<file path="src/include/rftk_pkg.sv">
// Functional notes
// - carrier radiates while data is high, silent while low
// - leaving standby on a rising data edge, carrier starts after about 500 us
// - sync pulse train produced toward the controller while transmitting
// - sync pulses only while data high, none while low
// - no data edge for 300 to 500 ms: standby, rf and pll off
// - sync output held low throughout standby
// - carrier frequency is exactly 32 times the crystal reference
// - enable input tied low; standby governed by data activity only
`default_nettype none
package rftk_pkg;
  localparam int unsigned CLK_HZ         = 200_000_000;
  localparam int unsigned STARTUP_US     = 500;
  localparam int unsigned STARTUP_CYC    =
    (STARTUP_US * (CLK_HZ / 1_000_000));
  // idle window picked mid-way between the 300 ms and 500 ms bounds
  localparam int unsigned IDLE_MS        = 400;
  localparam int unsigned IDLE_CYC       = IDLE_MS * (CLK_HZ / 1000);
  localparam int unsigned SYNC_HALF_CYC  = 100;
  localparam int unsigned PLL_MULT       = 32;
  localparam int unsigned CNT_W          = 27;
  typedef enum logic [1:0] {
    RFTK_STANDBY,
    RFTK_STARTUP,
    RFTK_ACTIVE
  } rftk_state_e;
endpackage
`default_nettype wire

</file>
<file path="src/include/rftk_sync_if.sv">
`default_nettype none
interface rftk_sync_if;
  logic run;
  logic pulse;
  modport ctrl (output run, input pulse);
  modport gen  (input run, output pulse);
endinterface
`default_nettype wire

</file>
<file path="src/hdl/rftk_sync_gen.sv">
`default_nettype none
module rftk_sync_gen
  import rftk_pkg::*;
#(
  parameter int unsigned HALF_CYC = SYNC_HALF_CYC
) (
  input  wire logic  clk_sys,  // system clock
  input  wire logic  resetn,   // async reset, active low
  rftk_sync_if.gen   sync      // run in, pulse out
);
  logic [15:0] cnt_reg;
  logic [15:0] cnt_next;
  logic        lvl_reg;
  logic        lvl_next;

  always_comb begin
    cnt_next = cnt_reg;
    lvl_next = lvl_reg;
    if (!sync.run) begin
      cnt_next = 16'h0000;
      lvl_next = 1'b0;
    end else if (cnt_reg == 16'(HALF_CYC - 1)) begin
      cnt_next = 16'h0000;
      lvl_next = ~lvl_reg;
    end else begin
      cnt_next = cnt_reg + 16'h0001;
    end
  end

  always_ff @(posedge clk_sys or negedge resetn) begin
    if (!resetn) begin
      cnt_reg <= 16'h0000;
      lvl_reg <= 1'b0;
    end else begin
      cnt_reg <= cnt_next;
      lvl_reg <= lvl_next;
    end
  end

  assign sync.pulse = lvl_reg;
endmodule
`default_nettype wire

</file>
<file path="src/hdl/rftk_keying_ctrl.sv">
`default_nettype none
module rftk_keying_ctrl
  import rftk_pkg::*;
#(
  parameter int unsigned STARTUP_COUNT = STARTUP_CYC,
  parameter int unsigned IDLE_COUNT    = IDLE_CYC
) (
  input  wire logic  clk_sys,           // system clock, 200 MHz
  input  wire logic  resetn,            // async reset, active low
  input  wire logic  tx_data_port_pin,  // keying data from controller
  input  wire logic  tx_enable_pin,     // enable, strapped low
  output logic       rf_carrier_on,     // carrier radiating
  output logic       rf_pll_on,         // pll and rf powered
  output logic       rf_sync_pulse_out, // sync pulse train
  output logic [5:0] pll_mult,          // pll multiplier
  output logic       rf_standby         // standby indication
);
  // ---------------------------------------------------------------
  // input synchroniser
  // ---------------------------------------------------------------
  logic s1_reg;
  logic s2_reg;
  logic d_reg;
  always_ff @(posedge clk_sys or negedge resetn) begin
    if (!resetn) begin
      s1_reg <= 1'b0;
      s2_reg <= 1'b0;
      d_reg  <= 1'b0;
    end else begin
      s1_reg <= tx_data_port_pin;
      s2_reg <= s1_reg;
      d_reg  <= s2_reg;
    end
  end
  logic data_hi;
  logic data_edge;
  assign data_hi   = s2_reg;
  assign data_edge = s2_reg ^ d_reg;

  // ---------------------------------------------------------------
  // power state and timers
  // ---------------------------------------------------------------
  rftk_state_e      st_reg;
  rftk_state_e      st_next;
  logic [CNT_W-1:0] idle_reg;
  logic [CNT_W-1:0] idle_next;
  logic [CNT_W-1:0] up_reg;
  logic [CNT_W-1:0] up_next;
  logic             unused_en;
  // enable is strapped low, so it plays no part in standby
  assign unused_en = tx_enable_pin;

  always_comb begin
    st_next   = st_reg;
    idle_next = idle_reg;
    up_next   = up_reg;
    case (st_reg)
      RFTK_STANDBY: begin
        idle_next = '0;
        up_next   = '0;
        // wake needs a fresh rising edge; a line parked high stays asleep
        if (data_hi && data_edge) begin
          st_next = RFTK_STARTUP;
        end
      end
      RFTK_STARTUP: begin
        up_next = up_reg + CNT_W'(1);
        if (data_edge) begin
          idle_next = '0;
        end else begin
          idle_next = idle_reg + CNT_W'(1);
        end
        if (up_reg == CNT_W'(STARTUP_COUNT - 1)) begin
          st_next = RFTK_ACTIVE;
        end
        if (idle_reg == CNT_W'(IDLE_COUNT - 1) && !data_edge) begin
          st_next = RFTK_STANDBY;
        end
      end
      RFTK_ACTIVE: begin
        if (data_edge) begin
          idle_next = '0;
        end else if (idle_reg == CNT_W'(IDLE_COUNT - 1)) begin
          st_next   = RFTK_STANDBY;
          idle_next = '0;
        end else begin
          idle_next = idle_reg + CNT_W'(1);
        end
      end
      default: begin
        st_next = RFTK_STANDBY;
      end
    endcase
  end

  always_ff @(posedge clk_sys or negedge resetn) begin
    if (!resetn) begin
      st_reg   <= RFTK_STANDBY;
      idle_reg <= '0;
      up_reg   <= '0;
    end else begin
      st_reg   <= st_next;
      idle_reg <= idle_next;
      up_reg   <= up_next;
    end
  end

  // ---------------------------------------------------------------
  // outputs
  // ---------------------------------------------------------------
  logic car_reg;
  logic car_next;
  logic pll_reg;
  logic pll_next;
  always_comb begin
    car_next = (st_next == RFTK_ACTIVE) && data_hi;
    pll_next = (st_next != RFTK_STANDBY);
  end
  always_ff @(posedge clk_sys or negedge resetn) begin
    if (!resetn) begin
      car_reg <= 1'b0;
      pll_reg <= 1'b0;
    end else begin
      car_reg <= car_next;
      pll_reg <= pll_next;
    end
  end

  rftk_sync_if sync_bus ();
  // sync runs only while keyed; standby forces it low
  // fed from car_next so sync and carrier fall on one and the same edge
  assign sync_bus.run = car_next;

  rftk_sync_gen u_sync (
    .clk_sys (clk_sys),
    .resetn  (resetn),
    .sync    (sync_bus.gen)
  );

  assign rf_carrier_on     = car_reg;
  assign rf_pll_on         = pll_reg;
  assign rf_standby        = ~pll_reg;
  assign rf_sync_pulse_out = sync_bus.pulse;
  assign pll_mult          = 6'(PLL_MULT);
endmodule
`default_nettype wire

</file>
<file path="config.mk">
export PLATFORM = sky130hd
export DESIGN_NAME = rftk_keying_ctrl
export DESIGN_NICKNAME = d
export VERILOG_FILES = /design/src/include/rftk_pkg.sv /design/src/include/rftk_sync_if.sv /design/src/hdl/rftk_sync_gen.sv /design/src/hdl/rftk_keying_ctrl.sv
export SDC_FILE = /design/constraint.sdc
export NUM_CORES = 1
export LEC_CHECK = 0
export BUFFER_PORTS_ARGS = -buffer_cell sky130_fd_sc_hd__buf_2
export CORE_UTILIZATION = 64
export CTS_BUF_LIST = sky130_fd_sc_hd__clkbuf_8
export DETAILED_ROUTE_END_ITERATION = 8
export PLACE_DENSITY_LB_ADDON = 0.15
export SETUP_SLACK_MARGIN = 0.05
export SLEW_MARGIN = 20
export SYNTH_ARGS = -nofsm -noshare
export SYNTH_HDL_FRONTEND = slang
export SYNTH_HIERARCHICAL = 1
export SYNTH_SLANG_ARGS = --single-unit
</file>
<file path="constraint.sdc">
create_clock -name clk_sys -period 2.9 [get_ports clk_sys]
set_input_delay 0.435 -clock clk_sys [delete_from_list [all_inputs] [get_ports clk_sys]]
set_output_delay 0.435 -clock clk_sys [all_outputs]
set_load 0.02 [all_outputs]
</file>
==> results.md, run 1 <==
- Total Neg Setup Slack: 0 ns
- RSZ-0062 raised after global routing: no
- Final ANT Viol Nets: 0
- First-pass GRT wire length: 14.2 mm
- I/O Buffers: 6
- Critical path startpoint category: flop
- IO Pins: 14
- Worst-path maximum fanout: 15
- Die W: 83.0 um
- Crit path kind: reg -> reg
- Filler cells: 472
- CP max stage cell: or4_1
- CTS buffer count: 9
- Clk buf depth: 2
- Leakage Power: 1.90 nW
- Max frequency: 383 MHz
- Largest net degree at the start of global routing: 79
- Critical path, cell by cell: or4_1 -> or4_1 -> nor4_1 -> o21bai_1 -> a21oi_1 -> and3_1 -> nand2_2 -> a21oi_1
- Setup crit end kind: flop
- Pwr Density: 529 nW/um2
- Core Region: 6350 um2
- DR vias/cell: 6.06
- Worst Hold Class: in -> reg
- Post-synth design cell area: 4200 um2
- Starting DRT DRC Count: 166
- Post-CTS Hold Fix Bufs: 0
- Routability cong.: 0.807
- CTS clk-pin slew, worst paths: 0.08 ns
- Die area: 6890 um2
- Sequential power share: 0.474
- Period Utilization, post-route: 0.900
- Initial Util: 0.661
- Internal Power: 1.77 mW
- Vias in the first global route: 3155
- Crit path DAT: 2.88 ns
- Nets@finish: 473
- Max Slew Vio Count: 0
- Worst path max stage delay: 0.50 ns
- Sequential fraction of the synthesis area: 0.465
- Gate power share: 0.128
- HPWL after DPL: 5.39 mm
- Vias: 3287
- Synth top area share: 0.465
- WHS Path Cells: 1
- DR WL/cell: 14.7 um
- Final antenna diode count: 0
- Die height: 83.0 um
- EDFF count, synth: 0
- TritonRoute pass-1 iters: 5
- Outcome: complete, no violations
- Clock root buffer master: clkbuf_8
- Sw Ratio: 0.262
- Total grt overflow: 0
- CTS sink cnt: 78
- DRC Markers: 0
- FP Rows: 29
- Pin slew with the least headroom to its limit: 0.933 ns
- Synth cell types: 51
- Depth of the worst register-to-register path: 8
- CTS resizes: 0
- Sw Pwr: 0.628 mW
- Slew margin rel.: 0.378
- Syn_area_per_cell: 9.31 um2
- Top FF cell, synth: dfrtp_1
- Total power: 2.40 mW
- Synth warnings: 6
- Area leader, netlist: dfrtp_1
- CTS H-tree lvls: 3
- Max rail drop VDD: 511 uV
- Layout cells sized above 1: 0.0796
- Largest cells by area after synthesis: dfrtp_1 46%, nand2_1 5.0%, nand3_1 3.9%
- Number of max-cap violations: 0
- Final Hold Vio Count: 0
- Most common cell after layout, fill and taps aside: dfrtp_1
- Skew final: 0.00775 ns
- CTS tree: yes
- Final min period: 2.61 ns
- Crit path required time: 3.17 ns
- Initial antenna violation count: 0
- Synth-to-layout area growth: 7.81%
- Global-route usage over all layers: 0.253
- Commonest non-fill, non-tap cells in the layout: 78 x dfrtp_1, 55 x nand2_1, 33 x nand3_1
- Final wirelength: 7.99 mm
- Clock power frac: 0.398
- Synth Instances: 451
- Setup Viol. Count Final: 0
- Synth Register Bits: 78
- Post-CTS Setup Repair Bufs: 0
- Clock latency on the worst-skew pair: 0.35 ns
- Post-synth ARST share: 1.00
==> final timing paths <==
| kind | slack (ns) | startpoint | endpoint |
|---|---|---|---|
| min | 0.19 | tx_data_port_pin | s1_reg |
| max | 0.29 | up_reg[8] | u_sync/cnt_reg[15] |
| max in group asynchronous | 2.08 | resetn | u_sync/cnt_reg[15] |
| max reg2reg | 0.29 | up_reg[8] | u_sync/cnt_reg[15] |
| min reg2reg | 0.36 | s1_reg | data_hi |
| min in group asynchronous | 0.22 | resetn | up_reg[24] |
==> synthesized netlist by cell type, types with 12 or more instances <==
| library cell | instances |
|---|---|
| dfrtp_1 | 78 |
| nand2_1 | 56 |
| nand3_1 | 33 |
| nor2_1 | 28 |
| inv_1 | 20 |
| o21ai_0 | 20 |
| a21oi_1 | 18 |
| nor3_1 | 15 |
| xnor2_1 | 14 |
| nand4_1 | 13 |
| or3_1 | 12 |
==> logic make-up (layout without fill, tap and decap cells) <==
group	count (synthesis)	in the layout	share of synthesized area
compound gates	80	80	0.124
mux	11	11	0.0262
simple gates	208	208	0.261
other cells	2	6	0.00179
fa+ha+maj	9	9	0.0268
buf+inv	39	49	0.0453
flops	78	78	0.465
xor+xnor	24	24	0.0501
==> per-stage QoR <==
stage          area, um2  worst slack (ns)  instances  hold WS [ns]  utilization
2_1_floorplan       4210             0.549        455         0.139            -
3_3_place_gp        4280             0.258        526         0.346        0.675
3_5_place_dp        4280             0.151        526         0.340        0.675
4_1_cts             4520             0.133        542         0.178        0.712
5_1_grt             4530            0.0934        542         0.170        0.713
6_report            4530             0.289        542         0.194        0.713
==> worst max-delay path: cells and delay by family (launching register included) <==
kind               cells  cell delay (ns)
AOI/OAI and AO/OA      3             0.47
DFF                    1             0.41
and+or+nand+nor        5             1.64
==> power groups by stage <==
stage | logic [mW] | registers [mW] | clock network (mW)
6_report | 0.307 | 1.14 | 0.953
5_1_grt | 0.344 | 1.14 | 1.02
4_1_cts | 0.308 | 1.14 | 0.975
3_5_place_dp | 0.307 | 1.16 | 0
3_3_place_gp | 0.301 | 1.16 | 0
2_1_floorplan | 0.214 | 1.16 | 0
==> layer usage <==
metal  part of all wire  wire, um  GRT usage
met5                  0         0          0
met4              0.013       101     0.0893
met3              0.045       362     0.0676
met2               0.47      3770      0.390
met1               0.47      3750      0.347
==> area by class of cell <==
cell class	instances	area, um2	share of cell area
Timing Repair Buffer	13	85.1	0.0188
Tap cell	77	96.3	0.0213
Multi-Input combinational cell	338	2080	0.459
Sequential cell	78	1950	0.431
Inverter	20	75.1	0.0166
Clock buffer	9	124	0.0274
Clock inverter	7	115	0.0254
(Power assumes the default switching activity.)
==> run 2: changes to the inputs <==
- CORE_ASPECT_RATIO: default -> 1.75
==> run 2 against run 1 <==
Die area increased by 0.19%. Final cell count up 1.1%. Clock skew down 0.00077 ns. Worst hold slack got worse by 0.012 ns. Sequential share of layout area unchanged. Clock power decreased by 8.2%. Power shrank 2.7%. Non-clock buffer count grew 3. Sequential cell count is the same.
==> results.md, run 2 (synthesis gave the netlist of run 1 again) <==
- Outcome: complete, no violations (unchanged)
- Vias in the first global route: 3370 (was 3155)
- Die W: 63.2 um (was 83.0 um)
- Worst-path maximum fanout: 15 (unchanged)
- Crit path DAT: 2.88 ns (about the same)
- Core Region: 6280 um2 (was 6350 um2)
- Vias: 3341 (was 3287)
- Post-CTS Setup Repair Bufs: 0 (unchanged)
- Max frequency: 385 MHz (was 383 MHz)
- I/O Buffers: 6 (unchanged)
- Layout cells sized above 1: 0.0833 (was 0.0796)
- CTS buffer count: 9 (unchanged)
- Die area: 6900 um2 (was 6890 um2)
- Initial Util: 0.669 (was 0.661)
- Worst Hold Class: in -> reg (unchanged)
- Period Utilization, post-route: 0.895 (was 0.900)
- Final min period: 2.60 ns (was 2.61 ns)
- Final ANT Viol Nets: 0 (unchanged)
- Post-CTS Hold Fix Bufs: 0 (unchanged)
- Initial antenna violation count: 0 (unchanged)
- DRC Markers: 0 (unchanged)
- Global-route usage over all layers: 0.277 (was 0.253)
- Slew margin rel.: 0.333 (was 0.378)
- Pwr Density: 515 nW/um2 (was 529 nW/um2)
- Setup crit end kind: flop (unchanged)
- Number of max-cap violations: 0 (unchanged)
- Routability cong.: 0.849 (was 0.807)
- Total grt overflow: 0 (unchanged)
- Max rail drop VDD: 506 uV (was 511 uV)
- Starting DRT DRC Count: 243 (was 166)
- Most common cell after layout, fill and taps aside: dfrtp_1 (unchanged)
- WHS Path Cells: 1 (unchanged)
- Crit path required time: 3.18 ns (was 3.17 ns)
- Final Hold Vio Count: 0 (unchanged)
- Leakage Power: 1.90 nW (about the same)
- CTS resizes: 0 (unchanged)
- Filler cells: 517 (was 472)
- IO Pins: 14 (unchanged)
- Largest net degree at the start of global routing: 79 (unchanged)
- Synth-to-layout area growth: 7.81% (unchanged)
- Nets@finish: 476 (was 473)
- Clk buf depth: 2 (unchanged)
- Multi-input gate area: 2080 um2 (about the same)
- Commonest non-fill, non-tap cells in the layout: 78 x dfrtp_1, 56 x nand2_1, 33 x nand3_1 (was 78 x dfrtp_1, 55 x nand2_1, 33 x nand3_1)
- CTS H-tree lvls: 3 (unchanged)
- HPWL after DPL: 6.00 mm (was 5.39 mm)
- FF/Latch Area: 1950 um2 (unchanged)
- RSZ-0062 raised after global routing: no (unchanged)
- Clock latency on the worst-skew pair: 0.35 ns (about the same)
- Setup Viol. Count Final: 0 (unchanged)
- Final wirelength: 8.59 mm (was 7.99 mm)
- Max Slew Vio Count: 0 (unchanged)
- First-pass GRT wire length: 14.7 mm (was 14.2 mm)
- TritonRoute pass-1 iters: 4 (was 5)
- Final antenna diode count: 0 (unchanged)
- Clock root buffer master: clkbuf_8 (unchanged)
- Skew final: 0.00698 ns (was 0.00775 ns)
- CTS sink cnt: 78 (unchanged)
- DR vias/cell: 6.10 (was 6.06)
- DR WL/cell: 15.7 um (was 14.7 um)
- CTS tree: yes (unchanged)
- Die height: 109 um (was 83.0 um)
- Crit path kind: reg -> reg (unchanged)
- Total Neg Setup Slack: 0 ns (unchanged)
- CTS clk-pin slew, worst paths: 0.08 ns (about the same)
- Final Hold Slack: 0.182 ns (was 0.194 ns)
- Depth of the worst register-to-register path: 9 (was 8)
- Critical path startpoint category: flop (unchanged)
- Pin slew with the least headroom to its limit: 1.00 ns (was 0.933 ns)
- FP Rows: 38 (was 29)
-- run 2: cell types whose count changed in the layout (fill, tap and decap cells not counted), sizes merged --
| cell | change |
|---|---|
| buf | +3 |
| clkbuf | +1 |
| bufinv | -1 |
-- run 2: layout make-up --
cell class,instances,area share
repair buffers,16,0.0238
clock inverters,6,0.0171
clock buffers,10,0.0304
well taps,80,0.0221
multi-input cells,338,0.459
flip-flops and latches,78,0.431
inverters,20,0.0166
-- run 2: power breakdown --
part | internal [mW] | switching (mW)
Combinational | 0.0981 | 0.220
Sequential | 1.11 | 0.0242
Clock | 0.499 | 0.376
Total | 1.71 | 0.621
-- run 2: path summary, 6_finish.rpt --
check	startpoint	endpoint	slack (ns)
worst max-delay path	up_reg[8]	u_sync/cnt_reg[15]	0.30
worst min-delay path	tx_data_port_pin	s1_reg	0.18
worst max register to register	up_reg[8]	u_sync/cnt_reg[15]	0.30
worst min register to register	s1_reg	data_hi	0.36
max in group asynchronous	resetn	up_reg[25]	2.01
min in group asynchronous	resetn	u_sync/cnt_reg[14]	0.21
-- run 2: critical path, cell delays in order, from the launching register on --
cell      delay (ns)
dfrtp_1         0.42
or4_1           0.51
or4_1           0.43
nor4_1          0.19
o21bai_1        0.09
a21oi_1         0.20
and3_1          0.29
nand2_1         0.07
buf_4           0.19
a21oi_1         0.12
-- run 2: layer usage --
metal	track usage	vias to the layer above	share of wire
li1	-	1634	-
met1	0.291	1666	0.40
met2	0.528	29	0.56
met3	0.0450	12	0.019
met4	0.130	0	0.019
met5	0	-	0
-- run 2: metrics by stage --
stage	cell area, um2	total power, mW	setup WS (ns)	utilization	instances
2_1_floorplan	4210	1.37	0.549	-	455
3_3_place_gp	4310	1.47	0.327	0.687	532
3_5_place_dp	4310	1.48	0.307	0.687	532
4_1_cts	4530	2.36	0.291	0.721	548
5_1_grt	4530	2.43	0.0559	0.721	548
6_report	4530	2.33	0.304	0.721	548
